<file path="config.mk">
export PLATFORM = sky130hd
export DESIGN_NAME = act_unit
export DESIGN_NICKNAME = d
export VERILOG_FILES = /design/src/hw/act_pkg.sv /design/src/hw/act_unit.sv
export VERILOG_INCLUDE_DIRS = /design/src /design/src/hw
export SDC_FILE = /design/constraint.sdc
export NUM_CORES = 1
export LEC_CHECK = 0
export BUFFER_PORTS_ARGS = -buffer_cell sky130_fd_sc_hd__buf_2
export CELL_PAD_IN_SITES_DETAIL_PLACEMENT = 1
export CELL_PAD_IN_SITES_GLOBAL_PLACEMENT = 2
export CORE_MARGIN = 8
export CORE_UTILIZATION = 35
export DETAILED_ROUTE_END_ITERATION = 10
export MAX_ROUTING_LAYER = met4
export PLACE_DENSITY_LB_ADDON = 0.1
export SYNTH_ARGS = -nofsm -noshare
export SYNTH_HDL_FRONTEND = slang
export SYNTH_SLANG_ARGS = --single-unit
export TNS_END_PERCENT = 20
</file>
<file path="constraint.sdc">
create_clock -name pclk -period 14.6 [get_ports pclk]
set_input_delay 2.19 -clock pclk [delete_from_list [all_inputs] [get_ports pclk]]
set_output_delay 2.19 -clock pclk [all_outputs]
set_load 0.01 [all_outputs]
</file>
<file path="src/hw/act_defs.svh">
// Purpose: Constants for the ADC computation and threshold unit
// Assumes: APB byte addresses, 32-bit data, one register per word
// Notes: Field positions are bit indices inside each register
`ifndef ACT_DEFS_SVH
`define ACT_DEFS_SVH

// ----------------------------------------------------------------
// Register byte offsets
// ----------------------------------------------------------------
`define ACT_OFF_CTRL0 8'h00
`define ACT_OFF_CTRL1 8'h04
`define ACT_OFF_COMP 8'h08
`define ACT_OFF_THRC 8'h0C
`define ACT_OFF_STAT 8'h10
`define ACT_OFF_RES 8'h14
`define ACT_OFF_PREV 8'h18
`define ACT_OFF_ACC 8'h1C
`define ACT_OFF_FLTR 8'h20
`define ACT_OFF_STPT 8'h24
`define ACT_OFF_UTH 8'h28
`define ACT_OFF_LTH 8'h2C
`define ACT_OFF_ERR 8'h30
`define ACT_OFF_RPT 8'h34
`define ACT_OFF_CNT 8'h38
`define ACT_OFF_CLK 8'h3C
`define ACT_OFF_TIF 8'h40

// ----------------------------------------------------------------
// Field positions
// ----------------------------------------------------------------
`define ACT_B_ON 7
`define ACT_B_CONT 6
`define ACT_B_CS 4
`define ACT_B_FRM 2
`define ACT_B_GO 0
`define ACT_B_PPOL 7
`define ACT_B_IPEN 6
`define ACT_B_GPOL 5
`define ACT_B_DSEN 0
`define ACT_B_PSIS 7
`define ACT_B_ACLR 3
`define ACT_B_SOI 3
`define ACT_B_MATH 4
`define ACT_B_TIF 0

// ----------------------------------------------------------------
// Modes, error selections, stage codes, reset values
// ----------------------------------------------------------------
`define ACT_MD_BASIC 3'h0
`define ACT_MD_ACC 3'h1
`define ACT_MD_AVG 3'h2
`define ACT_MD_BURST 3'h3
`define ACT_MD_LPF 3'h4
`define ACT_CALC_DERIV 3'h0
`define ACT_CALC_RSTPT 3'h1
`define ACT_CALC_RFLT 3'h2
`define ACT_CALC_FDERIV 3'h4
`define ACT_CALC_FSTPT 3'h5
`define ACT_STG_IDLE 3'h0
`define ACT_STG_CONV1 3'h3
`define ACT_STG_CONV2 3'h7
`define ACT_CNT_MAX 8'hFF
`define ACT_LJ_SHIFT 6
`define ACT_RST8 8'h00
`define ACT_RST16 16'h0000
`define ACT_RST32 32'h0000_0000

`endif

</file>
<file path="src/hw/act_pkg.sv">
// Purpose: Types for the ADC computation and threshold unit
// Assumes: Constants live in act_defs.svh
// Notes: Sequencer states follow a Gray path idle-conv-calc-test
package act_pkg;

  typedef enum logic [1:0] {
    ACT_IDLE = 2'h0,
    ACT_CONV = 2'h1,
    ACT_CALC = 2'h3,
    ACT_TEST = 2'h2
  } act_state_e;

  typedef struct packed {
    logic enable;
    logic clk_sel;
    logic [5:0] clk_div;
    logic precharge_pol;
    logic guard_pol;
    logic [2:0] stage;
  } act_core_ctl_s;

endpackage

</file>
<file path="src/hw/act_unit.sv">
// Purpose: Post-conversion accumulate, filter, error and threshold logic
// Assumes: APB slave, zero wait states, converter answers with conv_done
// Notes: One conversion per conv_start pulse; double sample uses two
`timescale 1ns/10ps
`include "act_defs.svh"

module act_unit (
  input wire logic pclk,
  input wire logic presetn,
  input wire logic [7:0] paddr,
  input wire logic psel,
  input wire logic penable,
  input wire logic pwrite,
  input wire logic [31:0] pwdata,
  output logic [31:0] prdata,
  output logic pready,
  output logic pslverr,
  output act_pkg::act_core_ctl_s core_ctl,
  output logic conv_start,
  input wire logic conv_done,
  input wire logic [9:0] conv_data
);

  // ----------------------------------------------------------------
  // Registers
  // ----------------------------------------------------------------
  logic [7:0] ctrl0, ctrl1, comp, thrc, clk_div, rpt, cnt;
  logic [15:0] res, prev, acc, fltr, stpt, uth, lth, err, first;
  logic ovf, above, below, math, tif, second;
  act_pkg::act_state_e state;

  logic wr, setup, hit;
  logic [2:0] mode, shift, calc, tmd;
  assign wr = psel & penable & pwrite;
  assign setup = psel & ~penable;
  assign mode = comp[2:0];
  assign shift = comp[6:4];
  assign calc = thrc[6:4];
  assign tmd = thrc[2:0];

  // ----------------------------------------------------------------
  // Datapath
  // ----------------------------------------------------------------
  logic dsen, go, cont, pair_first;
  logic signed [16:0] s_val, add, acc_sum, err_wide;
  logic signed [15:0] acc_next, acc_s;
  logic [7:0] cnt_next;
  logic test_en, cond, tif_hit, retrig;
  assign dsen = ctrl1[`ACT_B_DSEN];
  assign go = ctrl0[`ACT_B_GO];
  assign cont = ctrl0[`ACT_B_CONT];
  assign pair_first = dsen & ~second;
  assign acc_s = $signed(acc);

  always_comb begin
    // Double sample pair nets S2-S1 by undoing the first sample here
    if (dsen & second) begin
      s_val = $signed({1'b0, res}) - $signed({1'b0, first}) - $signed({1'b0, first});
    end else begin
      s_val = $signed({1'b0, pair_first ? first : res});
    end
    add = s_val;
    acc_sum = {acc_s[15], acc_s};
    cnt_next = cnt;
    case (mode)
      `ACT_MD_ACC: begin
        add = s_val >>> shift;
        acc_sum = {acc_s[15], acc_s} + add;
        if (~pair_first && cnt != `ACT_CNT_MAX) begin
          cnt_next = cnt + 8'h01;
        end
      end
      `ACT_MD_AVG, `ACT_MD_BURST: begin
        if (~pair_first && cnt >= rpt) begin
          acc_sum = s_val; // restart a new average
          cnt_next = 8'h01;
        end else begin
          acc_sum = {acc_s[15], acc_s} + s_val;
          if (~pair_first) begin
            cnt_next = cnt + 8'h01;
          end
        end
      end
      `ACT_MD_LPF: begin
        acc_sum = {acc_s[15], acc_s} + s_val - ({acc_s[15], acc_s} >>> shift);
        if (~pair_first && cnt != `ACT_CNT_MAX) begin
          cnt_next = cnt + 8'h01;
        end
      end
      default: begin
        acc_sum = {acc_s[15], acc_s};
      end
    endcase
    acc_next = acc_sum[15:0];
  end

  always_comb begin
    // Error uses the freshly updated filtered value
    case (calc)
      `ACT_CALC_DERIV: err_wide = $signed({1'b0, res}) - $signed({1'b0, prev});
      `ACT_CALC_RSTPT: err_wide = (dsen ? $signed({1'b0, res}) - $signed({1'b0, prev})
                                        : $signed({1'b0, res})) - $signed({stpt[15], stpt});
      `ACT_CALC_RFLT: err_wide = (dsen ? $signed({1'b0, res}) - $signed({1'b0, prev})
                                       : $signed({1'b0, res})) - $signed({fltr[15], fltr});
      `ACT_CALC_FDERIV: err_wide = $signed({1'b0, prev}) - $signed({fltr[15], fltr});
      `ACT_CALC_FSTPT: err_wide = $signed({fltr[15], fltr}) - $signed({stpt[15], stpt});
      default: err_wide = 17'sh0_0000;
    endcase
  end

  logic signed [15:0] e16;
  logic err_ovf;
  assign e16 = err_wide[15:0];
  assign err_ovf = err_wide[16] ^ err_wide[15];

  always_comb begin
    case (tmd)
      3'h1: cond = e16 < $signed(lth);
      3'h2: cond = e16 >= $signed(lth);
      3'h3: cond = (e16 >= $signed(lth)) && (e16 <= $signed(uth));
      3'h4: cond = (e16 < $signed(lth)) || (e16 > $signed(uth));
      3'h5: cond = e16 <= $signed(uth);
      3'h6: cond = e16 > $signed(uth);
      3'h7: cond = 1'b1;
      default: cond = 1'b0;
    endcase
  end

  always_comb begin
    case (mode)
      `ACT_MD_ACC: test_en = ~pair_first;
      `ACT_MD_AVG, `ACT_MD_BURST, `ACT_MD_LPF: test_en = ~pair_first && cnt >= rpt;
      default: test_en = 1'b0;
    endcase
  end

  assign tif_hit = test_en & (cond | ovf | err_ovf);
  // Burst keeps going by itself; continuous stops on flag only with stop-on-interrupt
  assign retrig = go & ((cont & ~(thrc[`ACT_B_SOI] & tif_hit))
                  | (mode == `ACT_MD_BURST && cnt < rpt));

  // ----------------------------------------------------------------
  // Conversion sequencer
  // ----------------------------------------------------------------
  always_ff @(posedge pclk or negedge presetn) begin
    if (!presetn) begin
      state <= act_pkg::ACT_IDLE;
    end else begin
      case (state)
        act_pkg::ACT_IDLE: begin
          if (go & ctrl0[`ACT_B_ON]) begin
            state <= act_pkg::ACT_CONV;
          end
        end
        act_pkg::ACT_CONV: begin
          if (conv_done) begin
            state <= act_pkg::ACT_CALC;
          end
        end
        act_pkg::ACT_CALC: state <= act_pkg::ACT_TEST;
        act_pkg::ACT_TEST: state <= act_pkg::ACT_IDLE;
        default: state <= act_pkg::ACT_IDLE;
      endcase
    end
  end

  always_ff @(posedge pclk or negedge presetn) begin
    if (!presetn) begin
      conv_start <= 1'b0;
    end else begin
      conv_start <= (state == act_pkg::ACT_IDLE) & go & ctrl0[`ACT_B_ON];
    end
  end

  // Which half of a double-sample pair is in flight
  always_ff @(posedge pclk or negedge presetn) begin
    if (!presetn) begin
      second <= 1'b0;
    end else if (~dsen) begin
      second <= 1'b0;
    end else if (state == act_pkg::ACT_TEST) begin
      second <= ~second;
    end
  end

  // ----------------------------------------------------------------
  // Results, previous value, first sample
  // ----------------------------------------------------------------
  always_ff @(posedge pclk or negedge presetn) begin
    if (!presetn) begin
      res <= `ACT_RST16;
      prev <= `ACT_RST16;
      first <= `ACT_RST16;
    end else begin
      if (state == act_pkg::ACT_IDLE && go && ~dsen && ctrl0[`ACT_B_ON]) begin
        prev <= comp[`ACT_B_PSIS] ? res : fltr;
      end
      if (state == act_pkg::ACT_CONV && conv_done) begin
        if (pair_first) begin
          first <= {6'h00, conv_data};
        end else begin
          res <= {6'h00, conv_data};
          if (dsen) begin
            prev <= comp[`ACT_B_PSIS] ? first : fltr;
          end
        end
      end
    end
  end

  // ----------------------------------------------------------------
  // Accumulator, count, filtered value, overflow
  // ----------------------------------------------------------------
  logic aclr;
  always_ff @(posedge pclk or negedge presetn) begin
    if (!presetn) begin
      acc <= `ACT_RST16;
      cnt <= `ACT_RST8;
      fltr <= `ACT_RST16;
      ovf <= 1'b0;
    end else if (aclr) begin
      acc <= `ACT_RST16;
      cnt <= `ACT_RST8;
      ovf <= 1'b0;
    end else if (state == act_pkg::ACT_CALC && mode != `ACT_MD_BASIC) begin
      acc <= acc_next;
      cnt <= cnt_next;
      fltr <= 16'(acc_next >>> shift);
      if (acc_sum[16] ^ acc_sum[15]) begin
        ovf <= 1'b1;
      end
    end else if (state == act_pkg::ACT_TEST && test_en && err_ovf) begin
      ovf <= 1'b1;
    end
  end

  // Clear command lasts one cycle, then reads back as done
  always_ff @(posedge pclk or negedge presetn) begin
    if (!presetn) begin
      aclr <= 1'b0;
    end else begin
      aclr <= wr && paddr == `ACT_OFF_COMP && pwdata[`ACT_B_ACLR];
    end
  end

  // ----------------------------------------------------------------
  // Error value and threshold flags
  // ----------------------------------------------------------------
  always_ff @(posedge pclk or negedge presetn) begin
    if (!presetn) begin
      err <= `ACT_RST16;
      above <= 1'b0;
      below <= 1'b0;
    end else if (state == act_pkg::ACT_TEST && test_en) begin
      err <= e16;
      above <= e16 > $signed(uth);
      below <= e16 < $signed(lth);
    end
  end

  // Hardware set wins over a software clear in the same cycle
  always_ff @(posedge pclk or negedge presetn) begin
    if (!presetn) begin
      tif <= 1'b0;
    end else if (state == act_pkg::ACT_TEST && tif_hit) begin
      tif <= 1'b1;
    end else if (wr && paddr == `ACT_OFF_TIF && pwdata[`ACT_B_TIF]) begin
      tif <= 1'b0;
    end
  end

  always_ff @(posedge pclk or negedge presetn) begin
    if (!presetn) begin
      math <= 1'b0;
    end else if (state == act_pkg::ACT_CALC && mode != `ACT_MD_BASIC) begin
      math <= 1'b1;
    end else if (wr && paddr == `ACT_OFF_STAT && pwdata[`ACT_B_MATH]) begin
      math <= 1'b0;
    end
  end

  // ----------------------------------------------------------------
  // Software registers
  // ----------------------------------------------------------------
  always_ff @(posedge pclk or negedge presetn) begin
    if (!presetn) begin
      ctrl0 <= `ACT_RST8;
    end else if (wr && paddr == `ACT_OFF_CTRL0) begin
      ctrl0 <= pwdata[7:0] & 8'hD5;
    end else if (state == act_pkg::ACT_TEST && ~retrig) begin
      ctrl0[`ACT_B_GO] <= 1'b0;
    end
  end

  always_ff @(posedge pclk or negedge presetn) begin
    if (!presetn) begin
      ctrl1 <= `ACT_RST8;
      comp <= `ACT_RST8;
      thrc <= `ACT_RST8;
      stpt <= `ACT_RST16;
      uth <= `ACT_RST16;
      lth <= `ACT_RST16;
      rpt <= `ACT_RST8;
      clk_div <= `ACT_RST8;
    end else if (wr) begin
      case (paddr)
        `ACT_OFF_CTRL1: ctrl1 <= pwdata[7:0] & 8'hE1;
        `ACT_OFF_COMP: comp <= pwdata[7:0] & 8'hF7;
        `ACT_OFF_THRC: thrc <= pwdata[7:0] & 8'h7F;
        `ACT_OFF_STPT: stpt <= pwdata[15:0];
        `ACT_OFF_UTH: uth <= pwdata[15:0];
        `ACT_OFF_LTH: lth <= pwdata[15:0];
        `ACT_OFF_RPT: rpt <= pwdata[7:0];
        `ACT_OFF_CLK: clk_div <= pwdata[7:0] & 8'h3F;
        default: ;
      endcase
    end
  end

  // ----------------------------------------------------------------
  // Converter core controls
  // ----------------------------------------------------------------
  logic flip;
  assign flip = dsen & ctrl1[`ACT_B_IPEN] & second;
  always_ff @(posedge pclk or negedge presetn) begin
    if (!presetn) begin
      core_ctl <= '0;
    end else begin
      core_ctl.enable <= ctrl0[`ACT_B_ON];
      core_ctl.clk_sel <= ctrl0[`ACT_B_CS];
      core_ctl.clk_div <= clk_div[5:0];
      core_ctl.precharge_pol <= ctrl1[`ACT_B_PPOL] ^ flip;
      core_ctl.guard_pol <= ctrl1[`ACT_B_GPOL] ^ flip;
      if (state == act_pkg::ACT_CONV) begin
        core_ctl.stage <= second ? `ACT_STG_CONV2 : `ACT_STG_CONV1;
      end else begin
        core_ctl.stage <= `ACT_STG_IDLE;
      end
    end
  end

  // ----------------------------------------------------------------
  // APB read path, registered in the setup cycle
  // ----------------------------------------------------------------
  logic [15:0] res_out, prev_out;
  logic [31:0] rd;
  assign res_out = ctrl0[`ACT_B_FRM] ? res : 16'(res << `ACT_LJ_SHIFT);
  assign prev_out = ctrl0[`ACT_B_FRM] ? prev : 16'(prev << `ACT_LJ_SHIFT);

  always_comb begin
    rd = `ACT_RST32;
    hit = 1'b1;
    case (paddr)
      `ACT_OFF_CTRL0: rd = {24'h00_0000, ctrl0};
      `ACT_OFF_CTRL1: rd = {24'h00_0000, ctrl1};
      `ACT_OFF_COMP: rd = {24'h00_0000, comp[7:4], aclr, comp[2:0]};
      `ACT_OFF_THRC: rd = {24'h00_0000, thrc};
      `ACT_OFF_STAT: rd = {24'h00_0000, ovf, above, below, math, 1'b0, core_ctl.stage};
      `ACT_OFF_RES: rd = {16'h0000, res_out};
      `ACT_OFF_PREV: rd = {16'h0000, prev_out};
      `ACT_OFF_ACC: rd = {16'h0000, acc};
      `ACT_OFF_FLTR: rd = {16'h0000, fltr};
      `ACT_OFF_STPT: rd = {16'h0000, stpt};
      `ACT_OFF_UTH: rd = {16'h0000, uth};
      `ACT_OFF_LTH: rd = {16'h0000, lth};
      `ACT_OFF_ERR: rd = {16'h0000, err};
      `ACT_OFF_RPT: rd = {24'h00_0000, rpt};
      `ACT_OFF_CNT: rd = {24'h00_0000, cnt};
      `ACT_OFF_CLK: rd = {24'h00_0000, clk_div};
      `ACT_OFF_TIF: rd = {31'h0000_0000, tif};
      default: hit = 1'b0;
    endcase
  end

  always_ff @(posedge pclk or negedge presetn) begin
    if (!presetn) begin
      prdata <= `ACT_RST32;
      pslverr <= 1'b0;
    end else if (setup) begin
      prdata <= pwrite ? `ACT_RST32 : rd;
      pslverr <= ~hit;
    end
  end

  assign pready = 1'b1;

endmodule

</file>
==> run summary, run 1 <==
status - completed
initial antenna violation count - 2
largest area contributor in the netlist - dfrtp_1
vias in the first global route - 18400
post-layout min period - 8.77 ns
fmax - 114 MHz
Num CTS Buffers - 25
Post-Route WL - 85600 um
internal reg-to-reg setup slack - 5.83 ns
# clock sinks - 216
final period utilization - 60.0%
Post-synth EDFFs - 0
post-cts sizing count - 0
RSZ-0062 raised after global routing - no
setup TNS - 0 ns
Slew @ Worst Pin - 1.24 ns
met2 usage - 45.9%
post-CTS setup buffer count - 0
Synth area leaders - dfrtp_1 (28%), ha_1 (9.6%), mux2_2 (7.3%), nand2_1 (4.1%), o21ai_0 (3.8%)
Crit. End Element - flip-flop
Sw Ratio - 28.8%
CTS clk-pin slew, worst paths - 0.06 ns
GR Layer Usage met3 - 2.07%
FP Rows - 85
clk_skew - 0.0153 ns
GR Util All Layers - 27.4%
Required @ worst endpoint - 15.05 ns
via/cell ratio - 6.08
CTS Hold Bufs - 0
Filler cells - 6313
GP Congestion - 0.911
total number of vias - 18000
largest net degree at the start of global routing - 92
Mapped Cells - 2202
HPWL after detailed placement - 66800 um
Crit path arrival time - 9.22 ns
Int Pwr - 1090 uW
DIE WIDTH - 249 um
synth unique cells - 84
Mapped Avg Cell Area - 8.61 um2
Tot Pwr - 1530 uW
H-tree levels - 1
Crit-path slowest cell - o21ai_0
clock share of power - 45.1%
Core Footprint - 0.0537 mm2
Die Ht - 249 um
Worst slew margin - 16.4%
share of cells above drive strength 1 - 14.0%
Initial Util - 35.3%
Setup crit start kind - flip-flop
FF/Latch Area - 0.00541 mm2
area grow syn2layout - 10.2%
maximum clock path buffer count - 3
CTS tree - done
sequential cell area fraction in the yosys report - 28.5%
Yosys Warn Count - 0
IO Count - 104
Final setup violation count - 0
clk_lat worst skew - 0.57 ns
prevailing post-synth register cell - dfrtp_1
worst stage delay on the critical path - 0.69 ns
met1 Resource Use GR - 33.7%
Max Cap Viol - 0
Crit Path Max Fanout - 9
post-synth top area share - 28.5%
first-pass detailed-route iteration total - 5
count of final hold-check violations - 0
area of the multi-input gates - 0.0126 mm2
drt initial violations - 1282
ys async rst share - 100%
Hold/Removal Path Class - flip-flop to flip-flop
DIE AREA - 0.0619 mm2
Routed wire per std cell - 29.0 um
most used cell, CP - o21ai_0
Sequential Power Share - 39.9%
layer with the highest usage - met2
Switch Pwr - 441 uW
WS Path Type - flip-flop to flip-flop
Syn Std Cell Area - 0.0190 mm2
post-route cell area - 0.0209 mm2
Slew Viols, Final - 0
Root Driver - clkbuf_16
Placed Area - 0.0200 mm2
Power Density - 73.3 mW/mm2
combinational share of power - 15.0%
DRC - 0
worst vdd ir - 76.4 uV
DRT antenna net count - 0
first-pass GRT wire length - 126000 um
fin nets - 2448
leakage - 0.00956 uW
buffers added on ports - 70
Synth Register Bits - 216
grt ovf - 0
-- worst max-delay path, delay by kind of cell, from the launching register on --
kind	cells	cell delay, ns
AO/OA/AOI/OAI	19	5.07
XOR/XNOR	1	0.14
adder cells (fa/ha/maj)	4	1.26
buffers and inverters	1	0.06
flip-flops	1	0.63
multiplexers	1	0.27
AND/OR/NAND/NOR	8	1.19
-- registers in the layout, indices dropped and copies added, names as in the netlist, 16 cells and up --
signal / count
err: 16
fltr: 16
prdata: 16
stpt: 16
uth: 16
acc: 16
lth: 16
prev: 16
-- Yosys cell counts, types with 15 or more instances --
| cell | n |
|---|---|
| a211oi_1 | 28 |
| a21o_1 | 49 |
| a21oi_1 | 132 |
| a221oi_1 | 20 |
| a22o_1 | 23 |
| a22oi_1 | 51 |
| a31oi_1 | 22 |
| and3_1 | 17 |
| buf_4 | 19 |
| clkbuf_1 | 78 |
| dfrtp_1 | 216 |
| ha_1 | 146 |
| inv_1 | 140 |
| mux2_2 | 123 |
| mux2i_1 | 45 |
| mux4_2 | 19 |
| nand2_1 | 209 |
| nand2b_1 | 26 |
| nand3_1 | 45 |
| nand4_1 | 18 |
| nor2_1 | 181 |
| nor2b_1 | 32 |
| nor3_1 | 34 |
| o211ai_1 | 27 |
| o21a_1 | 34 |
| o21ai_0 | 144 |
| o221ai_1 | 15 |
| o22ai_1 | 19 |
| xnor2_1 | 61 |
| xor2_1 | 30 |
-- power by group through the flow --
stage	combinational, uW	clock (uW)	sequential (uW)
2_1_floorplan	150	0	618
3_3_place_gp	224	0	622
3_5_place_dp	227	0	623
4_1_cts	229	699	611
5_1_grt	251	719	612
6_report	230	691	612
-- final timing paths --
check,start,to,cells after the start
max in group asynchronous,presetn,rpt[3],2
setup reg to reg,res[1],fltr[10],34
min in group asynchronous,presetn,prev[11],1
setup / recovery,res[1],fltr[10],34
hold / removal,clk_div[3],core_ctl[8],0
hold reg to reg,clk_div[3],core_ctl[8],0
-- cell type report --
cell class                 instances  share of cell area (%)
antenna                            2                  0.0239
inverter                         142                    2.55
timing repair buffer             101                    2.84
clock buffer                      33                    3.42
tap                              696                    4.17
sequential                       216                    25.9
multi-input combinational       1752                    60.3
clock inverter                    13                   0.832
-- cells by family after synthesis --
kind of cell    after synthesis  share of synthesized area (%)
compound gates              685                           24.5
simple gates                618                           15.0
buf+inv                     249                           5.34
flops                       216                           28.5
mux                         187                           11.9
fa+ha+maj                   154                           10.5
xor+xnor                     91                           4.20
other cells                   2                         0.0396
-- stage by stage --
stage / setup slack (ns) / utilization [%] / hold slack (ns) / instances
floorplan: 7.67 / - / 0.369 / 2217
global placement: 6.03 / 37.3 / 0.391 / 2907
detailed placement: 5.93 / 37.3 / 0.395 / 2907
CTS: 5.85 / 38.9 / 0.408 / 2953
global route: 5.38 / 38.9 / 0.427 / 2955
finish: 5.83 / 38.9 / 0.407 / 2955
-- metal layers --
layer	share of wire (%)	wire, um
met3	3.4	2910
met5	0	0
met4	5.0	4300
met1	43	37100
met2	48	41300
-- layout by cell type (no fill, tap or decap), types with 20 or more instances in the layout --
cell,n
xnor2_1,61
a21oi_1,132
ha_1,146
a211oi_1,28
buf_2,69
nand2_1,209
a22o_1,23
buf_4,31
o211ai_1,27
dfrtp_1,216
o21ai_0,144
a22oi_1,51
a31oi_1,22
o21a_1,34
nor2_1,179
inv_1,140
mux2i_1,45
nand2b_1,26
nor2b_1,32
a221oi_1,20
mux2_2,123
xor2_1,30
nor3_1,34
a21o_1,49
nand3_1,45
clkbuf_16,25
No activity file was read; power rests on OpenSTA's default activity.
==> run 2, diff against run 1 <==
==> constraint.sdc (replaced) <==
create_clock -name pclk -period 7.6 [get_ports pclk]
set_input_delay 1.14 -clock pclk [delete_from_list [all_inputs] [get_ports pclk]]
set_output_delay 1.14 -clock pclk [all_outputs]
set_load 0.01 [all_outputs]
==> run summary, run 2 (synthesized netlist as in run 1, its figures left out) <==
total number of vias - 18300
Final setup violation count - 0
met2 usage - 46.1%
FP Rows - 85
via/cell ratio - 6.00
share of cells above drive strength 1 - 18.8%
Routed wire per std cell - 28.0 um
DRC - 0
clk_lat worst skew - 0.57 ns
first-pass GRT wire length - 128000 um
worst vdd ir - 157 uV
GP Congestion - 0.956
Initial Util - 35.3%
leakage - 0.0101 uW
Required @ worst endpoint - 8.09 ns
GR Layer Usage met3 - 2.12%
HPWL after detailed placement - 68000 um
first-pass detailed-route iteration total - 5
final period utilization - 94.8%
IO Count - 104
largest net degree at the start of global routing - 161
commonest non-fill, non-tap cell in the layout - dfrtp_1
Hold/Removal Path Class - flip-flop to flip-flop
grt ovf - 0
post-route cell area - 0.0217 mm2
fin nets - 2555
status - completed
Crit path arrival time - 7.70 ns
Slew Viols, Final - 0
Post-Route WL - 85600 um
Power Density - 131 mW/mm2
most frequent cells in the layout - dfrtp_1 (216), nand2_1 (209), nor2_1 (178)
Setup crit start kind - flip-flop
# clock sinks - 216
Core Footprint - 0.0537 mm2
area grow syn2layout - 14.6%
Max Cap Viol - 0
Root Driver - clkbuf_16
worst stage delay on the critical path - 0.46 ns
DIE WIDTH - 249 um
Die Ht - 249 um
clk_skew - 0.0128 ns
DRT antenna net count - 0
Tot Pwr - 2840 uW
Slew @ Worst Pin - 1.24 ns
Crit Path Max Fanout - 5
CTS tree - done
setup TNS - 0 ns
Worst slew margin - 16.7%
placed insts - 3013
vias in the first global route - 19100
Crit-path slowest cell - or3_1
count of final hold-check violations - 0
Post-Route Utilization - 40.5%
post-layout min period - 7.21 ns
layer with the highest usage - met2
Num CTS Buffers - 25
buffers added on ports - 70
initial antenna violation count - 2
fin cells - 3057
DIE AREA - 0.0619 mm2
WS Path Type - flip-flop to flip-flop
Placed Area - 0.0208 mm2
met1 Resource Use GR - 34.1%
CTS Hold Bufs - 0
GR Util All Layers - 27.5%
maximum clock path buffer count - 3
Crit. End Element - flip-flop
fmax - 139 MHz
drt initial violations - 1480
H-tree levels - 1
CTS clk-pin slew, worst paths - 0.06 ns
run 2: area by class of cell:
type	instances	area, um2
diodes	2	5.00
clock buffers	34	699
clock inverters	7	58.8
fillers	6294	32000
inverters	142	533
multi-input cells	1752	12800
flip-flops and latches	216	5410
well taps	696	871
repair buffers	208	1410
run 2: through the flow:
stage / hold WS [ns] / worst slack, ns
after floorplan: 0.369 / 0.674
after global placement: 0.399 / 0.184
after detailed placement: 0.405 / 0.0308
after CTS: 0.419 / 0.0691
after global routing: 0.418 / -0.0180
final: 0.418 / 0.395
run 2: worst paths after layout:
kind | slack, ns | cells past startpoint | to | start
min reg2reg | 0.42 | 0 | core_ctl[8] | clk_div[3]
max | 0.39 | 33 | ctrl0[0] | res[0]
max reg2reg | 0.39 | 33 | ctrl0[0] | res[0]
min in group asynchronous | 0.49 | 1 | prev[12] | presetn
max in group asynchronous | 5.80 | 2 | cnt[7] | presetn
min | 0.42 | 0 | core_ctl[8] | clk_div[3]
run 2: critical path, delay by kind of cell (launching register included):
family | cells | cell delay [ns]
and+or+nand+nor | 7 | 1.49
DFF | 1 | 0.38
AOI/OAI and AO/OA | 15 | 2.94
xor gates and xnor gates | 1 | 0.23
adders and majority gates | 4 | 1.24
buffers and inverters | 5 | 0.61
muxes | 1 | 0.23
run 2: timing repair:
action / 4_1_cts / 5_1_grt
setup endpoints to repair: 4 / 22
pin swaps: 0 / 7
cloned: 0 / 0
setup buffers: 0 / 1
hold endpoints to repair: 0 / 0
resized for setup: 3 / 38
run 2: routing by layer:
layer / wire length, um / up-vias / part of all wire [%]
li1: - / 8380 / -
met1: 36700 / 9262 / 43
met2: 41300 / 518 / 48
met3: 3290 / 171 / 3.8
met4: 4280 / 0 / 5.0
met5: 0 / - / 0
run 2: power breakdown:
part | total, uW | internal (uW) | leakage, uW | switching [uW]
sequential | 1170 | 1160 | 0.00289 | 14.4
combinational | 481 | 186 | 0.00680 | 295
clock | 1190 | 645 | 0.000369 | 542
